### src/hw/wwdt_pkg.sv
package wwdt_pkg;

   // register indices; byte address is four times the index
   localparam logic [2:0] IDX_CTRL = 3'h0;
   localparam logic [2:0] IDX_STATUS = 3'h1;
   localparam logic [2:0] IDX_KEY = 3'h2;
   localparam logic [2:0] IDX_CLEAR = 3'h3;
   localparam logic [2:0] IDX_LAST = 3'h3;
   localparam int ADDR_W = 5;
   localparam int ADDR_IDX_LSB = 2;

   // control register fields
   localparam int WIN_MSB = 7;
   localparam int WIN_LSB = 4;
   localparam int PER_MSB = 3;
   localparam int PER_LSB = 0;
   // status register fields
   localparam int LOCK_BIT = 7;
   localparam int SYNC_BIT = 0;

   localparam logic [7:0] CTRL_RST = 8'h00;
   localparam logic [3:0] CODE_OFF = 4'h0;
   localparam logic [3:0] CODE_MAX = 4'hB;
   localparam logic [13:0] BASE_CYCLES = 14'h0008;
   localparam logic [13:0] MAX_CYCLES = 14'h2000;

   // unlock key value is arbitrary
   localparam logic [7:0] UNLOCK_KEY = 8'hA5;
   localparam logic [2:0] KEY_WINDOW = 3'h4;

   // slow-clock ticks needed to carry a write or a clear across
   localparam logic [1:0] SYNC_TICKS = 2'h3;
   localparam logic [1:0] CLR_TICKS = 2'h3;

   localparam logic [1:0] RESP_OKAY = 2'h0;
   localparam logic [1:0] RESP_SLVERR = 2'h2;

   typedef enum logic [1:0] {
      PH_OFF = 2'b00,
      PH_NORMAL = 2'b01,
      PH_CLOSED = 2'b10,
      PH_OPEN = 2'b11
   } wwdt_phase_type;

   typedef struct packed {
      logic loaded;
      logic [7:0] ctrl;
      logic lock;
      logic [3:0] act_per;
      logic [3:0] act_win;
      logic sync_pend;
      logic [1:0] sync_cnt;
      logic clr_pend;
      logic [1:0] clr_cnt;
      wwdt_phase_type phase;
      logic [13:0] cnt;
      logic trip;
      logic [2:0] key_cnt;
      logic aw_have;
      logic [2:0] waddr;
      logic w_have;
      logic [7:0] wdata;
      logic wstb;
      logic bvalid;
      logic [1:0] bresp;
      logic rvalid;
      logic [7:0] rdata;
      logic [1:0] rresp;
      logic clk_s1;
      logic clk_s2;
      logic clk_s3;
   } wwdt_state_type;

   function automatic logic [13:0] wwdt_decode(input logic [3:0] code);
      logic [13:0] len;
      len = 14'h0000;
      if (code == CODE_OFF) begin
         len = 14'h0000;
      end else if (code > CODE_MAX) begin
         len = MAX_CYCLES;
      end else begin
         len = 14'(BASE_CYCLES << (code - 4'h1));
      end
      return len;
   endfunction

endpackage

### src/hw/wwdt_top.sv
// Added by the designer: the placing of the registers and the AXI4-Lite interface to the registers.
`timescale 1ns/100ps
`default_nettype none

module wwdt_top
   import wwdt_pkg::*;
(
   input wire logic CLK_I,
   input wire logic RST_I,
   input wire logic WDT_CLK_I,
   input wire logic DEBUG_HALT_I,
   input wire logic [7:0] FUSE_CFG_I,
   input wire logic [ADDR_W-1:0] AWADDR_I,
   input wire logic AWVALID_I,
   output logic AWREADY_O,
   input wire logic [31:0] WDATA_I,
   input wire logic [3:0] WSTRB_I,
   input wire logic WVALID_I,
   output logic WREADY_O,
   output logic [1:0] BRESP_O,
   output logic BVALID_O,
   input wire logic BREADY_I,
   input wire logic [ADDR_W-1:0] ARADDR_I,
   input wire logic ARVALID_I,
   output logic ARREADY_O,
   output logic [31:0] RDATA_O,
   output logic [1:0] RRESP_O,
   output logic RVALID_O,
   input wire logic RREADY_I,
   output logic WDT_RESET_O
);

   wwdt_state_type st_ff;
   wwdt_state_type nxt_st;

   logic tick;
   logic [13:0] per_len;
   logic [13:0] win_len;
   logic [3:0] new_per;
   logic [3:0] new_win;
   logic [2:0] raddr;
   logic aw_hs;
   logic w_hs;
   logic ar_hs;
   logic do_wr;
   logic key_open;

   assign AWREADY_O = ~st_ff.aw_have & ~st_ff.bvalid;
   assign WREADY_O = ~st_ff.w_have & ~st_ff.bvalid;
   assign ARREADY_O = ~st_ff.rvalid;
   assign BVALID_O = st_ff.bvalid;
   assign BRESP_O = st_ff.bresp;
   assign RVALID_O = st_ff.rvalid;
   assign RRESP_O = st_ff.rresp;
   assign RDATA_O = {24'h000000, st_ff.rdata};
   assign WDT_RESET_O = st_ff.trip;

   assign aw_hs = AWVALID_I & AWREADY_O;
   assign w_hs = WVALID_I & WREADY_O;
   assign ar_hs = ARVALID_I & ARREADY_O;
   assign do_wr = st_ff.aw_have & st_ff.w_have & ~st_ff.bvalid;
   assign key_open = (st_ff.key_cnt != 3'h0);
   assign raddr = ARADDR_I[ADDR_IDX_LSB+2:ADDR_IDX_LSB];

   // the slow clock is sampled, never used as a clock, so the whole block stays in one domain
   assign tick = st_ff.clk_s2 & ~st_ff.clk_s3;
   assign per_len = wwdt_decode(st_ff.act_per);
   assign win_len = wwdt_decode(st_ff.act_win);
   assign new_per = st_ff.ctrl[PER_MSB:PER_LSB];
   assign new_win = st_ff.ctrl[WIN_MSB:WIN_LSB];

   always_comb begin
      nxt_st = st_ff;

      // slow clock edge detection
      nxt_st.clk_s1 = WDT_CLK_I;
      nxt_st.clk_s2 = st_ff.clk_s1;
      nxt_st.clk_s3 = st_ff.clk_s2;

      if (key_open) begin
         nxt_st.key_cnt = st_ff.key_cnt - 3'h1;
      end

      // configuration straps are caught on the first clock after reset release
      if (!st_ff.loaded) begin
         nxt_st.loaded = 1'b1;
         nxt_st.ctrl = FUSE_CFG_I;
         nxt_st.act_per = FUSE_CFG_I[PER_MSB:PER_LSB];
         nxt_st.act_win = FUSE_CFG_I[WIN_MSB:WIN_LSB];
         if (FUSE_CFG_I[PER_MSB:PER_LSB] != CODE_OFF) begin
            nxt_st.lock = 1'b1;
            nxt_st.phase = PH_NORMAL;
         end else begin
            nxt_st.phase = PH_OFF;
         end
      end else if (DEBUG_HALT_I) begin
         // halted: counter held at zero, resume runs one plain timeout
         nxt_st.cnt = 14'h0000;
         if (st_ff.phase != PH_OFF) begin
            nxt_st.phase = PH_NORMAL;
         end
      end else if (tick) begin
         if (st_ff.sync_pend) begin
            if (st_ff.sync_cnt == SYNC_TICKS - 2'h1) begin
               nxt_st.sync_pend = 1'b0;
               nxt_st.sync_cnt = 2'h0;
               nxt_st.act_per = new_per;
               nxt_st.act_win = new_win;
               if (new_per == CODE_OFF) begin
                  nxt_st.phase = PH_OFF;
                  nxt_st.cnt = 14'h0000;
               end else if (st_ff.act_per == CODE_OFF) begin
                  nxt_st.phase = PH_NORMAL;
                  nxt_st.cnt = 14'h0000;
               end else if (st_ff.act_win == CODE_OFF && new_win != CODE_OFF) begin
                  // freshly enabled window waits in plain mode for the first clear
                  nxt_st.phase = PH_NORMAL;
                  nxt_st.cnt = 14'h0000;
               end else if (new_win == CODE_OFF && st_ff.phase != PH_NORMAL) begin
                  nxt_st.phase = PH_NORMAL;
                  nxt_st.cnt = 14'h0000;
               end
            end else begin
               nxt_st.sync_cnt = st_ff.sync_cnt + 2'h1;
            end
         end

         if (st_ff.clr_pend && st_ff.clr_cnt == CLR_TICKS - 2'h1) begin
            // a clear reaching the slow side; the counting step is skipped this tick
            nxt_st.clr_pend = 1'b0;
            nxt_st.clr_cnt = 2'h0;
            unique case (st_ff.phase)
               PH_OFF: begin
                  nxt_st.cnt = 14'h0000;
               end
               PH_NORMAL: begin
                  nxt_st.cnt = 14'h0000;
                  if (st_ff.act_win != CODE_OFF) begin
                     nxt_st.phase = PH_CLOSED;
                  end
               end
               PH_CLOSED: begin
                  nxt_st.trip = 1'b1;
               end
               PH_OPEN: begin
                  nxt_st.cnt = 14'h0000;
                  nxt_st.phase = PH_CLOSED;
               end
            endcase
         end else begin
            if (st_ff.clr_pend) begin
               nxt_st.clr_cnt = st_ff.clr_cnt + 2'h1;
            end
            unique case (st_ff.phase)
               PH_OFF: begin
                  nxt_st.cnt = 14'h0000;
               end
               PH_NORMAL: begin
                  if (st_ff.cnt + 14'h0001 >= per_len) begin
                     nxt_st.trip = 1'b1;
                  end else begin
                     nxt_st.cnt = st_ff.cnt + 14'h0001;
                  end
               end
               PH_CLOSED: begin
                  if (st_ff.cnt + 14'h0001 >= win_len) begin
                     nxt_st.phase = PH_OPEN;
                     nxt_st.cnt = 14'h0000;
                  end else begin
                     nxt_st.cnt = st_ff.cnt + 14'h0001;
                  end
               end
               PH_OPEN: begin
                  if (st_ff.cnt + 14'h0001 >= per_len) begin
                     nxt_st.trip = 1'b1;
                  end else begin
                     nxt_st.cnt = st_ff.cnt + 14'h0001;
                  end
               end
            endcase
         end
      end

      // write channel: address and data taken in either order
      if (aw_hs) begin
         nxt_st.aw_have = 1'b1;
         nxt_st.waddr = AWADDR_I[ADDR_IDX_LSB+2:ADDR_IDX_LSB];
      end
      if (w_hs) begin
         nxt_st.w_have = 1'b1;
         nxt_st.wdata = WDATA_I[7:0];
         nxt_st.wstb = WSTRB_I[0];
      end
      if (st_ff.bvalid && BREADY_I) begin
         nxt_st.bvalid = 1'b0;
      end

      // bus writes come last so a set wins over a same-cycle clear
      if (do_wr) begin
         nxt_st.aw_have = 1'b0;
         nxt_st.w_have = 1'b0;
         nxt_st.bvalid = 1'b1;
         nxt_st.bresp = (st_ff.waddr > IDX_LAST) ? RESP_SLVERR : RESP_OKAY;
         if (st_ff.wstb) begin
            unique case (st_ff.waddr)
               IDX_KEY: begin
                  if (st_ff.wdata == UNLOCK_KEY) begin
                     nxt_st.key_cnt = KEY_WINDOW;
                  end
               end
               IDX_CTRL: begin
                  nxt_st.key_cnt = 3'h0;
                  // no effect unless unlocked by key and not locked
                  if (key_open && !st_ff.lock && st_ff.loaded) begin
                     nxt_st.ctrl = st_ff.wdata;
                     nxt_st.sync_pend = 1'b1;
                     nxt_st.sync_cnt = 2'h0;
                  end
               end
               IDX_STATUS: begin
                  nxt_st.key_cnt = 3'h0;
                  if (key_open) begin
                     if (st_ff.wdata[LOCK_BIT]) begin
                        nxt_st.lock = 1'b1;
                     end else if (DEBUG_HALT_I) begin
                        nxt_st.lock = 1'b0;
                     end
                  end
               end
               IDX_CLEAR: begin
                  // a second clear rides on the one already in flight
                  nxt_st.clr_pend = 1'b1;
                  if (!st_ff.clr_pend || (tick && st_ff.clr_cnt == CLR_TICKS - 2'h1)) begin
                     nxt_st.clr_cnt = 2'h0;
                  end else begin
                     nxt_st.clr_cnt = nxt_st.clr_cnt;
                  end
               end
               default: begin
                  // reserved slot: the key window keeps running down
                  nxt_st.bresp = RESP_SLVERR;
               end
            endcase
         end
      end

      // read channel
      if (st_ff.rvalid && RREADY_I) begin
         nxt_st.rvalid = 1'b0;
      end
      if (ar_hs) begin
         nxt_st.rvalid = 1'b1;
         nxt_st.rresp = RESP_OKAY;
         nxt_st.rdata = 8'h00;
         unique case (raddr)
            IDX_CTRL: begin
               nxt_st.rdata = st_ff.ctrl;
            end
            IDX_STATUS: begin
               nxt_st.rdata[LOCK_BIT] = st_ff.lock;
               nxt_st.rdata[SYNC_BIT] = st_ff.sync_pend;
            end
            IDX_KEY, IDX_CLEAR: begin
               nxt_st.rdata = 8'h00;
            end
            default: begin
               nxt_st.rresp = RESP_SLVERR;
            end
         endcase
      end
   end

   always_ff @(posedge CLK_I or posedge RST_I) begin
      if (RST_I) begin
         st_ff <= '{
            loaded: 1'b0,
            ctrl: CTRL_RST,
            lock: 1'b0,
            act_per: CODE_OFF,
            act_win: CODE_OFF,
            sync_pend: 1'b0,
            sync_cnt: 2'h0,
            clr_pend: 1'b0,
            clr_cnt: 2'h0,
            phase: PH_OFF,
            cnt: 14'h0000,
            trip: 1'b0,
            key_cnt: 3'h0,
            aw_have: 1'b0,
            waddr: 3'h0,
            w_have: 1'b0,
            wdata: 8'h00,
            wstb: 1'b0,
            bvalid: 1'b0,
            bresp: RESP_OKAY,
            rvalid: 1'b0,
            rdata: 8'h00,
            rresp: RESP_OKAY,
            clk_s1: 1'b0,
            clk_s2: 1'b0,
            clk_s3: 1'b0
         };
      end else begin
         st_ff <= nxt_st;
      end
   end

endmodule

`default_nettype wire

### config.mk
export PLATFORM = sky130hd
export DESIGN_NAME = wwdt_top
export DESIGN_NICKNAME = d
export VERILOG_FILES = /design/src/hw/wwdt_pkg.sv /design/src/hw/wwdt_top.sv
export SDC_FILE = /design/constraint.sdc
export NUM_CORES = 1
export LEC_CHECK = 0
export BUFFER_PORTS_ARGS = -buffer_cell sky130_fd_sc_hd__buf_2
export CAP_MARGIN = 10
export CORE_ASPECT_RATIO = 1.25
export CORE_UTILIZATION = 55
export DETAILED_ROUTE_END_ITERATION = 8
export PLACE_DENSITY = 0.82
export SLEW_MARGIN = 20
export SYNTH_ARGS = -nofsm -noshare
export SYNTH_HDL_FRONTEND = slang
export SYNTH_SLANG_ARGS = --single-unit
### constraint.sdc
create_clock -name CLK_I -period 5.78 [get_ports CLK_I]
set_input_delay 0.289 -clock CLK_I [delete_from_list [all_inputs] [get_ports CLK_I]]
set_output_delay 0.289 -clock CLK_I [all_outputs]
set_load 0.01 [all_outputs]
---- Yosys cells after proc, flatten, opt, wreduce, memory -nomap -nowiden ----
Index checks and enable logic that the tools add are counted.
storage, ports and cells
  bits in registers ....................... 75
  bits in latches ......................... 0
  RAM bits ................................ 0
  ROM bits ................................ 0
  bits of input ports ..................... 63
  output and inout bits ................... 42
  logic and storage cells ................. 185
  memories kept ........................... 0
cells by class
  add/subtract/negate cells ............... 6
  multipliers ............................. 0
  divide/modulo/power cells ............... 0
  order comparisons ....................... 5
  equal/unequal tests ..................... 20
  shift-type cells ........................ 2
  mux-type cells .......................... 73
  bitwise operators ....................... 14
  reduce and logical (&&, ||, !) cells .... 39
operators with widths
  cell                     number
  $mux W16                 10
  $mux W14                 8
  $pmux W14 S3             1
  $mux W9                  4
  $mux W31                 1
  $ge A14 B14 Y1           2
  $shl A4 B4 Y14 const A   2
  $mux W2                  12
  $mux W6                  4
  $mux W8                  3
  $mux W11                 2
  $mux W3                  7
  $mux W19                 1
  $logic_not A4 Y1         4
  $reduce_bool A2 Y1       8
  $add A14 B1 Y14 const B  1
  $mux W1                  13
  $eq A3 B2 Y1 const B     4
  $reduce_bool A4 Y1       3
  $mux W10                 1
  $and A1 B1 Y1            8
  $eq A2 B2 Y1 const B     4
  $eq A8 B8 Y1 const B     1
  $gt A4 B4 Y1 const B     2
  other kinds (26)         53

---- Logic depth before layout (Yosys ltp) ----
Gate-level depths: netlist (run 1).
  depth after elaboration ................. 21
  gate-level depth with buffers ........... 14
  mapped depth without buffers ............ 13

---- Least setup slack after synthesis (run 1) ----
No wires, ideal clock.
  path type ............................... reg-to-reg
  from .................................... register st_ff[35] (netlist name)
  to ...................................... register st_ff[44] (netlist name)
  library setup time ...................... 67 ps
  arrival ................................. 3209 ps
  data required time ...................... 5713 ps
  setup slack ............................. 2504 ps
  cell stages (with the launch flop) ...... 15
  path buffers ............................ 2
  clock period less this slack ............ 3276 ps
  cell sequence ........................... dfrtp_1 and3_1 and3_1 clkbuf_1 nand3_1 nor3_1 xor2_1 ha_1 a21oi_1 o21ai_0 a2111oi_2 a22oi_1 buf_2 o41ai_1 a31o_1
between the ends
  longest elaborated chain between the ends .. 7
  elaborated cells on any way between the ends .. 9
  classes of those cells .................. add/sub (1); order compare (2); mux (6)
ends and longest elaborated chain
  item                               RTL line                                           text
  start, declared                    wwdt_top.sv:33                                     wwdt_state_type st_ff;
  start signal, assigned             wwdt_top.sv:275                                    st_ff <= '{
  start signal, assigned             wwdt_top.sv:304                                    st_ff <= nxt_st;
  $add A14 B1 Y14 (*)                n/a
  $ge A14 B14 Y1 (on tied branches)  wwdt_top.sv:159, wwdt_top.sv:174, wwdt_top.sv:166
  $mux W14 (on tied branches)        wwdt_top.sv:159, wwdt_top.sv:174, wwdt_top.sv:166
  $pmux W14 S3 (*)                   wwdt_top.sv:154                                    unique case (st_ff.phase)
  $mux W19 (*)                       wwdt_top.sv:128                                    if (st_ff.clr_pend && st_ff.clr_cnt == CLR_TICKS - 2'h1) begin
  $mux W31 (*)                       wwdt_top.sv:102                                    end else if (tick) begin
  $mux W16 (*)                       wwdt_top.sv:96                                     end else if (DEBUG_HALT_I) begin
Mark *: on every way between the ends. The rest lies on a longest branch, timed or not. The select of a mux whose other input is x is not followed.
A chain may end at the register's enable or synchronous reset.

---- Worst setup path after layout (run 1) ----
  from .................................... register st_ff[36] (netlist name)
  to ...................................... register st_ff[36] (netlist name)
between the ends
  longest elaborated chain between the ends .. 14
  elaborated cells on any way between the ends .. 19
  classes of those cells .................. add/sub (1); order compare (2); mux (16)
ends and longest elaborated chain
  item                                                      RTL line
  branches (longest 11 deep; another with $add A14 B1 Y14)  n/a
  $mux W19 (*)                                              wwdt_top.sv:128
  $mux W31 (*)                                              wwdt_top.sv:102
  $mux W16 (*)                                              wwdt_top.sv:96
Every way passes the cells marked *. The select of a mux whose other input is x is not followed.

==> results of run 1 <==
## power groups by stage
stage	combinational [W]	clock, W	sequential (W)
2_1_floorplan	0.000345	0	0.000708
3_3_place_gp	0.000385	0	0.000734
3_5_place_dp	0.000402	0	0.000741
4_1_cts	0.000405	0.000508	0.000731
5_1_grt	0.000452	0.000531	0.000750
6_report	0.000401	0.000503	0.000732
## final cells by class
type / count / area share
multi-input combinational: 360 / 0.489
sequential: 73 / 0.374
timing repair buffer: 49 / 0.0513
clock inverter: 7 / 0.0259
clock buffer: 9 / 0.0254
tap: 95 / 0.0244
inverter: 13 / 0.0100
## Yosys cell counts, types with 5 or more instances
cell type and n:
and3_1 6, nor3_1 6, buf_4 36, xnor2_1 7, nand2_1 51, a21oi_1 33, mux2_1 5, a31o_1 5
mux2_2 9, mux2i_1 10, o21ai_1 6, nor2b_1 12, o21bai_1 6, nor2_1 37, inv_1 10, xor2_1 5
o21ai_0 9, dfrtp_1 73, nand3_1 20, ha_1 28, a22o_1 13, clkbuf_1 11, a21o_1 7
## critical path, delay by kind of cell (launching register included)
family                   cells  cell delay (ns)
AND/OR/NAND/NOR              5             1.04
XOR/XNOR                     1             0.31
buffers and inverters        1             0.12
flip-flops                   1             0.46
AO/OA/AOI/OAI                4             1.82
adder cells (fa/ha/maj)      2             0.46
## routing by layer
metal,part of all wire,global-route usage,vias up
li1,-,-,1691
met1,0.42,0.281,1675
met2,0.53,0.397,92
met3,0.036,0.0469,14
met4,0.018,0.0889,0
met5,0,0,-
## how the worst max path moves through the flow
stage          slack, ns        end      start  cells past startpoint
5_1_grt             1.15  st_ff[36]  st_ff[36]                     13
4_1_cts             1.55  st_ff[36]  st_ff[36]                     13
6_report            1.47  st_ff[36]  st_ff[36]                     13
2_1_floorplan       2.50  st_ff[44]  st_ff[35]                     14
3_5_place_dp        1.55  st_ff[36]  st_ff[36]                     12
3_3_place_gp        1.62  st_ff[36]  st_ff[36]                     13
## state kept, by name (all words and copies together), names as in the netlist
name / cells
st_ff: 50
nxt_st: 2
WDT_RESET_O: 1
RRESP_O: 1
BRESP_O: 1
BVALID_O: 1
RDATA_O: 8
new_win: 4
new_per: 4
RVALID_O: 1
## kinds of logic (layout without fill, tap and decap cells)
logic type                 after synthesis  in the layout  synth area share
AOI/OAI and AO/OA                      111            111             0.176
adders and majority gates               28             28            0.0781
and+or+nand+nor                        157            157             0.170
buffers and inverters                   62             78            0.0825
muxes                                   25             25            0.0608
xor gates and xnor gates                12             12            0.0234
other                                    2             27           0.00167
DFF                                     73             73             0.407
## metrics by stage
step / hold slack (ns) / setup WS [ns]
global placement: 0.337 / 1.62
CTS: 0.0299 / 1.55
finish: 0.0417 / 1.47
detailed placement: 0.335 / 1.55
global route: 0.0272 / 1.15
floorplan: 0.320 / 2.50
==> results by group, run 1 <==
Hold path
  – Hold Crit Class: input port to flip-flop
  – Hold wc startpoint: WDT_CLK_I
  – Hold depth: 1
  – Hold EP: nxt_st[1]

Power and ir drop
  – Tot Pwr: 0.00164 W
  – Leakage: 2.33 nW
  – Psw: 0.000535 W
  – Internal power: 0.00110 W
  – Sequential Power Share: 0.447
  – Sw Ratio: 0.327
  – Clock power frac: 0.308
  – P per Cell Area: 336 mW/mm2
  – VDD IR-drop max: 0.261 mV
  – Combinational share of power: 0.245

Worst setup path
  – Reg2Reg Setup Slack: 1.47 ns
  – Worst Path Required: 6.02 ns
  – Critical path peak fanout: 13
  – Crit-path cells: ha_1, and3_1, nand3_1, inv_2, and3_1, xor2_1, ha_1, nand4_1, a2111oi_2, a2111oi_2, a22oi_1, nor2_1, a221o_1
  – Crit Path Category: flip-flop to flip-flop
  – R2R depth: 13
  – CP Launch Type: flip-flop
  – Critical Path Max Stage Delay: 0.79 ns
  – Worst EP arrival: 4.55 ns
  – FF-to-FF End: st_ff[36]
  – Critical-path top delay cell: a22oi_1
  – Worst r2r src: st_ff[36]
  – CP Capture Type: flip-flop

Timing
  – Final setup viols: 0
  – Fin crit share: 0.746
  – Final hold violation count: 0
  – Actual slew at the worst max-slew pin: 0.992 ns
  – TNS Setup: 0 ns
  – Final Critical Period: 4.31 ns
  – Slew Limit Fails: 0
  – Fin Clk Skew: 0.00876 ns
  – Max-Slew Margin vs Limit: 0.339
  – RSZ-0062 raised after global routing: false
  – Fmax achieved: 232 MHz

Synth
  – Top-area cell type share of the netlist area: 0.407
  – Synthesized cell area: 0.00449 mm2
  – Synth unique cells: 62
  – Dominant cells by area after synthesis: dfrtp_1, ha_1, buf_4
  – Synthesis Warnings: 0
  – Main synth FF type: dfrtp_1
  – Async SR Flop Fraction: 1.00
  – Syn Area/Cell: 9.55 um2
  – Post-synth EDFFs: 0
  – #FFs+latches synth: 73
  – Cells after synthesis: 470
  – Cell taking the most area after synthesis: dfrtp_1
  – Sequential area share after synthesis: 0.407

Placed design
  – Dpl cells: 590
  – Placed cell area: 0.00463 mm2
  – Hpwl dp: 6.71 mm
  – IO Port Bufs: 47
  – GPL Wtd Cong: 0.862

Final layout
  – Finished Layout Cells: 606
  – Area of the multi-input gates: 0.00238 mm2
  – Storage element area: 0.00183 mm2
  – Nets: 597
  – Fill count: 659
  – Layout cells sized above 1: 0.174
  – Synth-to-Final Area Change: 8.73%
  – Finished Cell Area: 0.00488 mm2
  – Core Util, Final: 0.622
  – Most frequent cells in the layout: dfrtp_1, nand2_1, buf_2
  – Most common library cell in the layout ignoring fill and taps: dfrtp_1
  – Ant diodes: 0

Floorplanning
  – DIE HEIGHT: 103 um
  – I/O pin count: 105
  – Die Wd: 82.8 um
  – Die Area: 0.00853 mm2
  – # rows: 36
  – Total core area: 0.00784 mm2
  – Starting density of the core: 0.572

Clock tree
  – CTS root buffer: clkbuf_8
  – Clk_lat worst skew: 0.35 ns
  – Postcts setup bufs: 0
  – CTS tree: yes
  – Hold buffer count at cts: 0
  – # H-tree levels: 3
  – CTS Buf Count: 9
  – CTS resizes: 0
  – Clk buf depth: 2
  – CTS clk-pin slew, worst paths: 0.08 ns
  – CTS Sinks: 73

Route
  – DRC: 0
  – Via count: 3472
  – Drt pass-1 iters: 4
  – Drt initial violations: 213
  – Post-DR wirelength/cell: 15.0 um
  – Final ANT Viol Nets: 0
  – WL final: 9.12 mm
  – Vias per inst: 5.73

Flow run
  – Max-cap violations: 0

Run status
  – Status: complete, no violations

GRT
  – Total global-route track usage: 0.231
  – Remaining global-route overflow: 0
  – Vias in the first global route: 3293
  – First-pass GRT wire length: 14.9 mm
  – Initial antenna violation count: 0
  – Largest net degree at the start of global routing: 74
No activity file was read; power rests on OpenSTA's default activity.
==> run 2: changes to the inputs <==
- clock period: 5.78 -> 4.2 ns (I/O delays scaled with it)
==> results by group, run 2 (synthesis gave the netlist of run 1 again) <==
Timing
  – RSZ-0062 raised after global routing: false
  – Fin crit share: 0.913
  – WHS: 0.0305 ns
  – Fin Clk Skew: 0.00995 ns
  – Slew Limit Fails: 0
  – TNS Setup: 0 ns
  – Actual slew at the worst max-slew pin: 0.851 ns
  – Final setup viols: 0
  – Fmax achieved: 261 MHz
  – Final Critical Period: 3.83 ns
  – Final hold violation count: 0
  – Max-Slew Margin vs Limit: 0.430

Final layout
  – Max FFs per register: 50
  – Nets: 602
  – Most common library cell in the layout ignoring fill and taps: dfrtp_1
  – Synth-to-Final Area Change: 8.87%
  – Layout cells sized above 1: 0.178
  – Finished Layout Cells: 611
  – Ant diodes: 0
  – Finished Cell Area: 0.00488 mm2
  – Most frequent cells in the layout: dfrtp_1, nand2_1, buf_2
  – Most flop-heavy register: st_ff

Route
  – Post-DR wirelength/cell: 15.2 um
  – Vias per inst: 5.87
  – Via count: 3584
  – Final ANT Viol Nets: 0
  – Drt pass-1 iters: 5
  – DRC: 0
  – WL final: 9.30 mm
  – Drt initial violations: 185

Floorplanning
  – Die Wd: 82.8 um
  – Starting density of the core: 0.572
  – I/O pin count: 105
  – # rows: 36
  – Die Area: 0.00853 mm2
  – DIE HEIGHT: 103 um
  – Total core area: 0.00784 mm2

Flow run
  – Max-cap violations: 0

Placed design
  – IO Port Bufs: 47
  – Hpwl dp: 6.98 mm
  – Placed cell area: 0.00465 mm2
  – Dpl cells: 593
  – GPL Wtd Cong: 0.888

Worst setup path
  – Worst EP arrival: 4.13 ns
  – CP Launch Type: flip-flop
  – Crit Path Category: flip-flop to flip-flop
  – Worst Path Required: 4.49 ns
  – Critical path peak fanout: 8
  – CP Capture Type: flip-flop

Clock tree
  – # H-tree levels: 3
  – CTS clk-pin slew, worst paths: 0.08 ns
  – CTS Sinks: 73
  – Clk buf depth: 2
  – CTS Buf Count: 9
  – CTS root buffer: clkbuf_8
  – Postcts setup bufs: 0
  – CTS tree: yes
  – Clk_lat worst skew: 0.36 ns

Power and ir drop
  – Combinational share of power: 0.266
  – Internal power: 0.00140 W
  – Sequential Power Share: 0.473
  – Sw Ratio: 0.345
  – P per Cell Area: 438 mW/mm2
  – VDD IR-drop max: 0.446 mV
  – Psw: 0.000737 W
  – Leakage: 2.33 nW
  – Clock power frac: 0.261

GRT
  – Initial antenna violation count: 0
  – Largest net degree at the start of global routing: 53
  – Vias in the first global route: 3372
  – Total global-route track usage: 0.242
  – Remaining global-route overflow: 0
  – First-pass GRT wire length: 15.5 mm

Hold path
  – Hold Crit Class: input port to flip-flop

Run status
  – Status: complete, no violations
-- run 2: cell types whose count changed in the layout (fill, tap and decap cells not counted), sizes merged --
cell         previous run  this run
clkinv                  1         3
bufinv                  3         1
buf                    49        52
dlygate4sd3             0         2
-- run 2: area by class of cell --
class,count,area [um2]
Tap cell,95,119
Clock buffer,9,124
Fill cell,649,2950
Inverter,13,48.8
Clock inverter,7,77.6
Timing Repair Buffer,54,293
Multi-Input combinational cell,360,2400
Sequential cell,73,1830
-- run 2: worst paths after layout --
path	startpoint	to	slack [ns]	depth (start not counted)
worst min register to register	nxt_st[1]	nxt_st[0]	0.36	0
min in group asynchronous	RST_I	nxt_st[1]	0.41	3
worst max-delay path	st_ff[36]	st_ff[39]	0.37	13
worst min-delay path	BREADY_I	BVALID_O	0.03	2
max in group asynchronous	RST_I	RDATA_O[1]	2.79	4
worst max register to register	st_ff[36]	st_ff[39]	0.37	13
-- run 2: metal layers --
layer  part of all wire  GRT usage
met1               0.41      0.296
met5                  0          0
met4              0.027     0.0955
met2               0.52      0.403
met3              0.039     0.0637
-- run 2: power groups by stage --
stage	registers (W)	logic (W)	clock network, W
global placement	0.00101	0.000534	0
CTS	0.00101	0.000569	0.000570
detailed placement	0.00102	0.000564	0
floorplan	0.000974	0.000475	0
global route	0.00103	0.000646	0.000601
finish	0.00101	0.000569	0.000559
-- run 2: repair_timing --
item / CTS / global route
setup endpoints to repair: 0 / 2
gates resized for setup: 0 / 1
hold endpoints to repair: 22 / 0
hold buffers: 2 / 0
-- run 2: worst max-delay path, cell delays in order, from the launching register on --
cell	delay [ns]
dfrtp_1	0.44
and3_1	0.21
and3_1	0.29
nand3_1	0.24
nor2_1	0.18
xor2_1	0.37
ha_1	0.32
a21oi_1	0.17
o21ai_0	0.19
a2111oi_4	0.40
a22oi_1	0.24
buf_4	0.22
o41ai_1	0.35
a31o_1	0.14
-- run 2: stage by stage --
step           setup WS [ns]  power, W   util
6_report               0.367   0.00214  0.623
5_1_grt               0.0611   0.00228  0.623
4_1_cts                0.316   0.00215  0.622
3_5_place_dp           0.356   0.00159  0.593
3_3_place_gp           0.531   0.00154  0.593
2_1_floorplan          0.924   0.00145      -
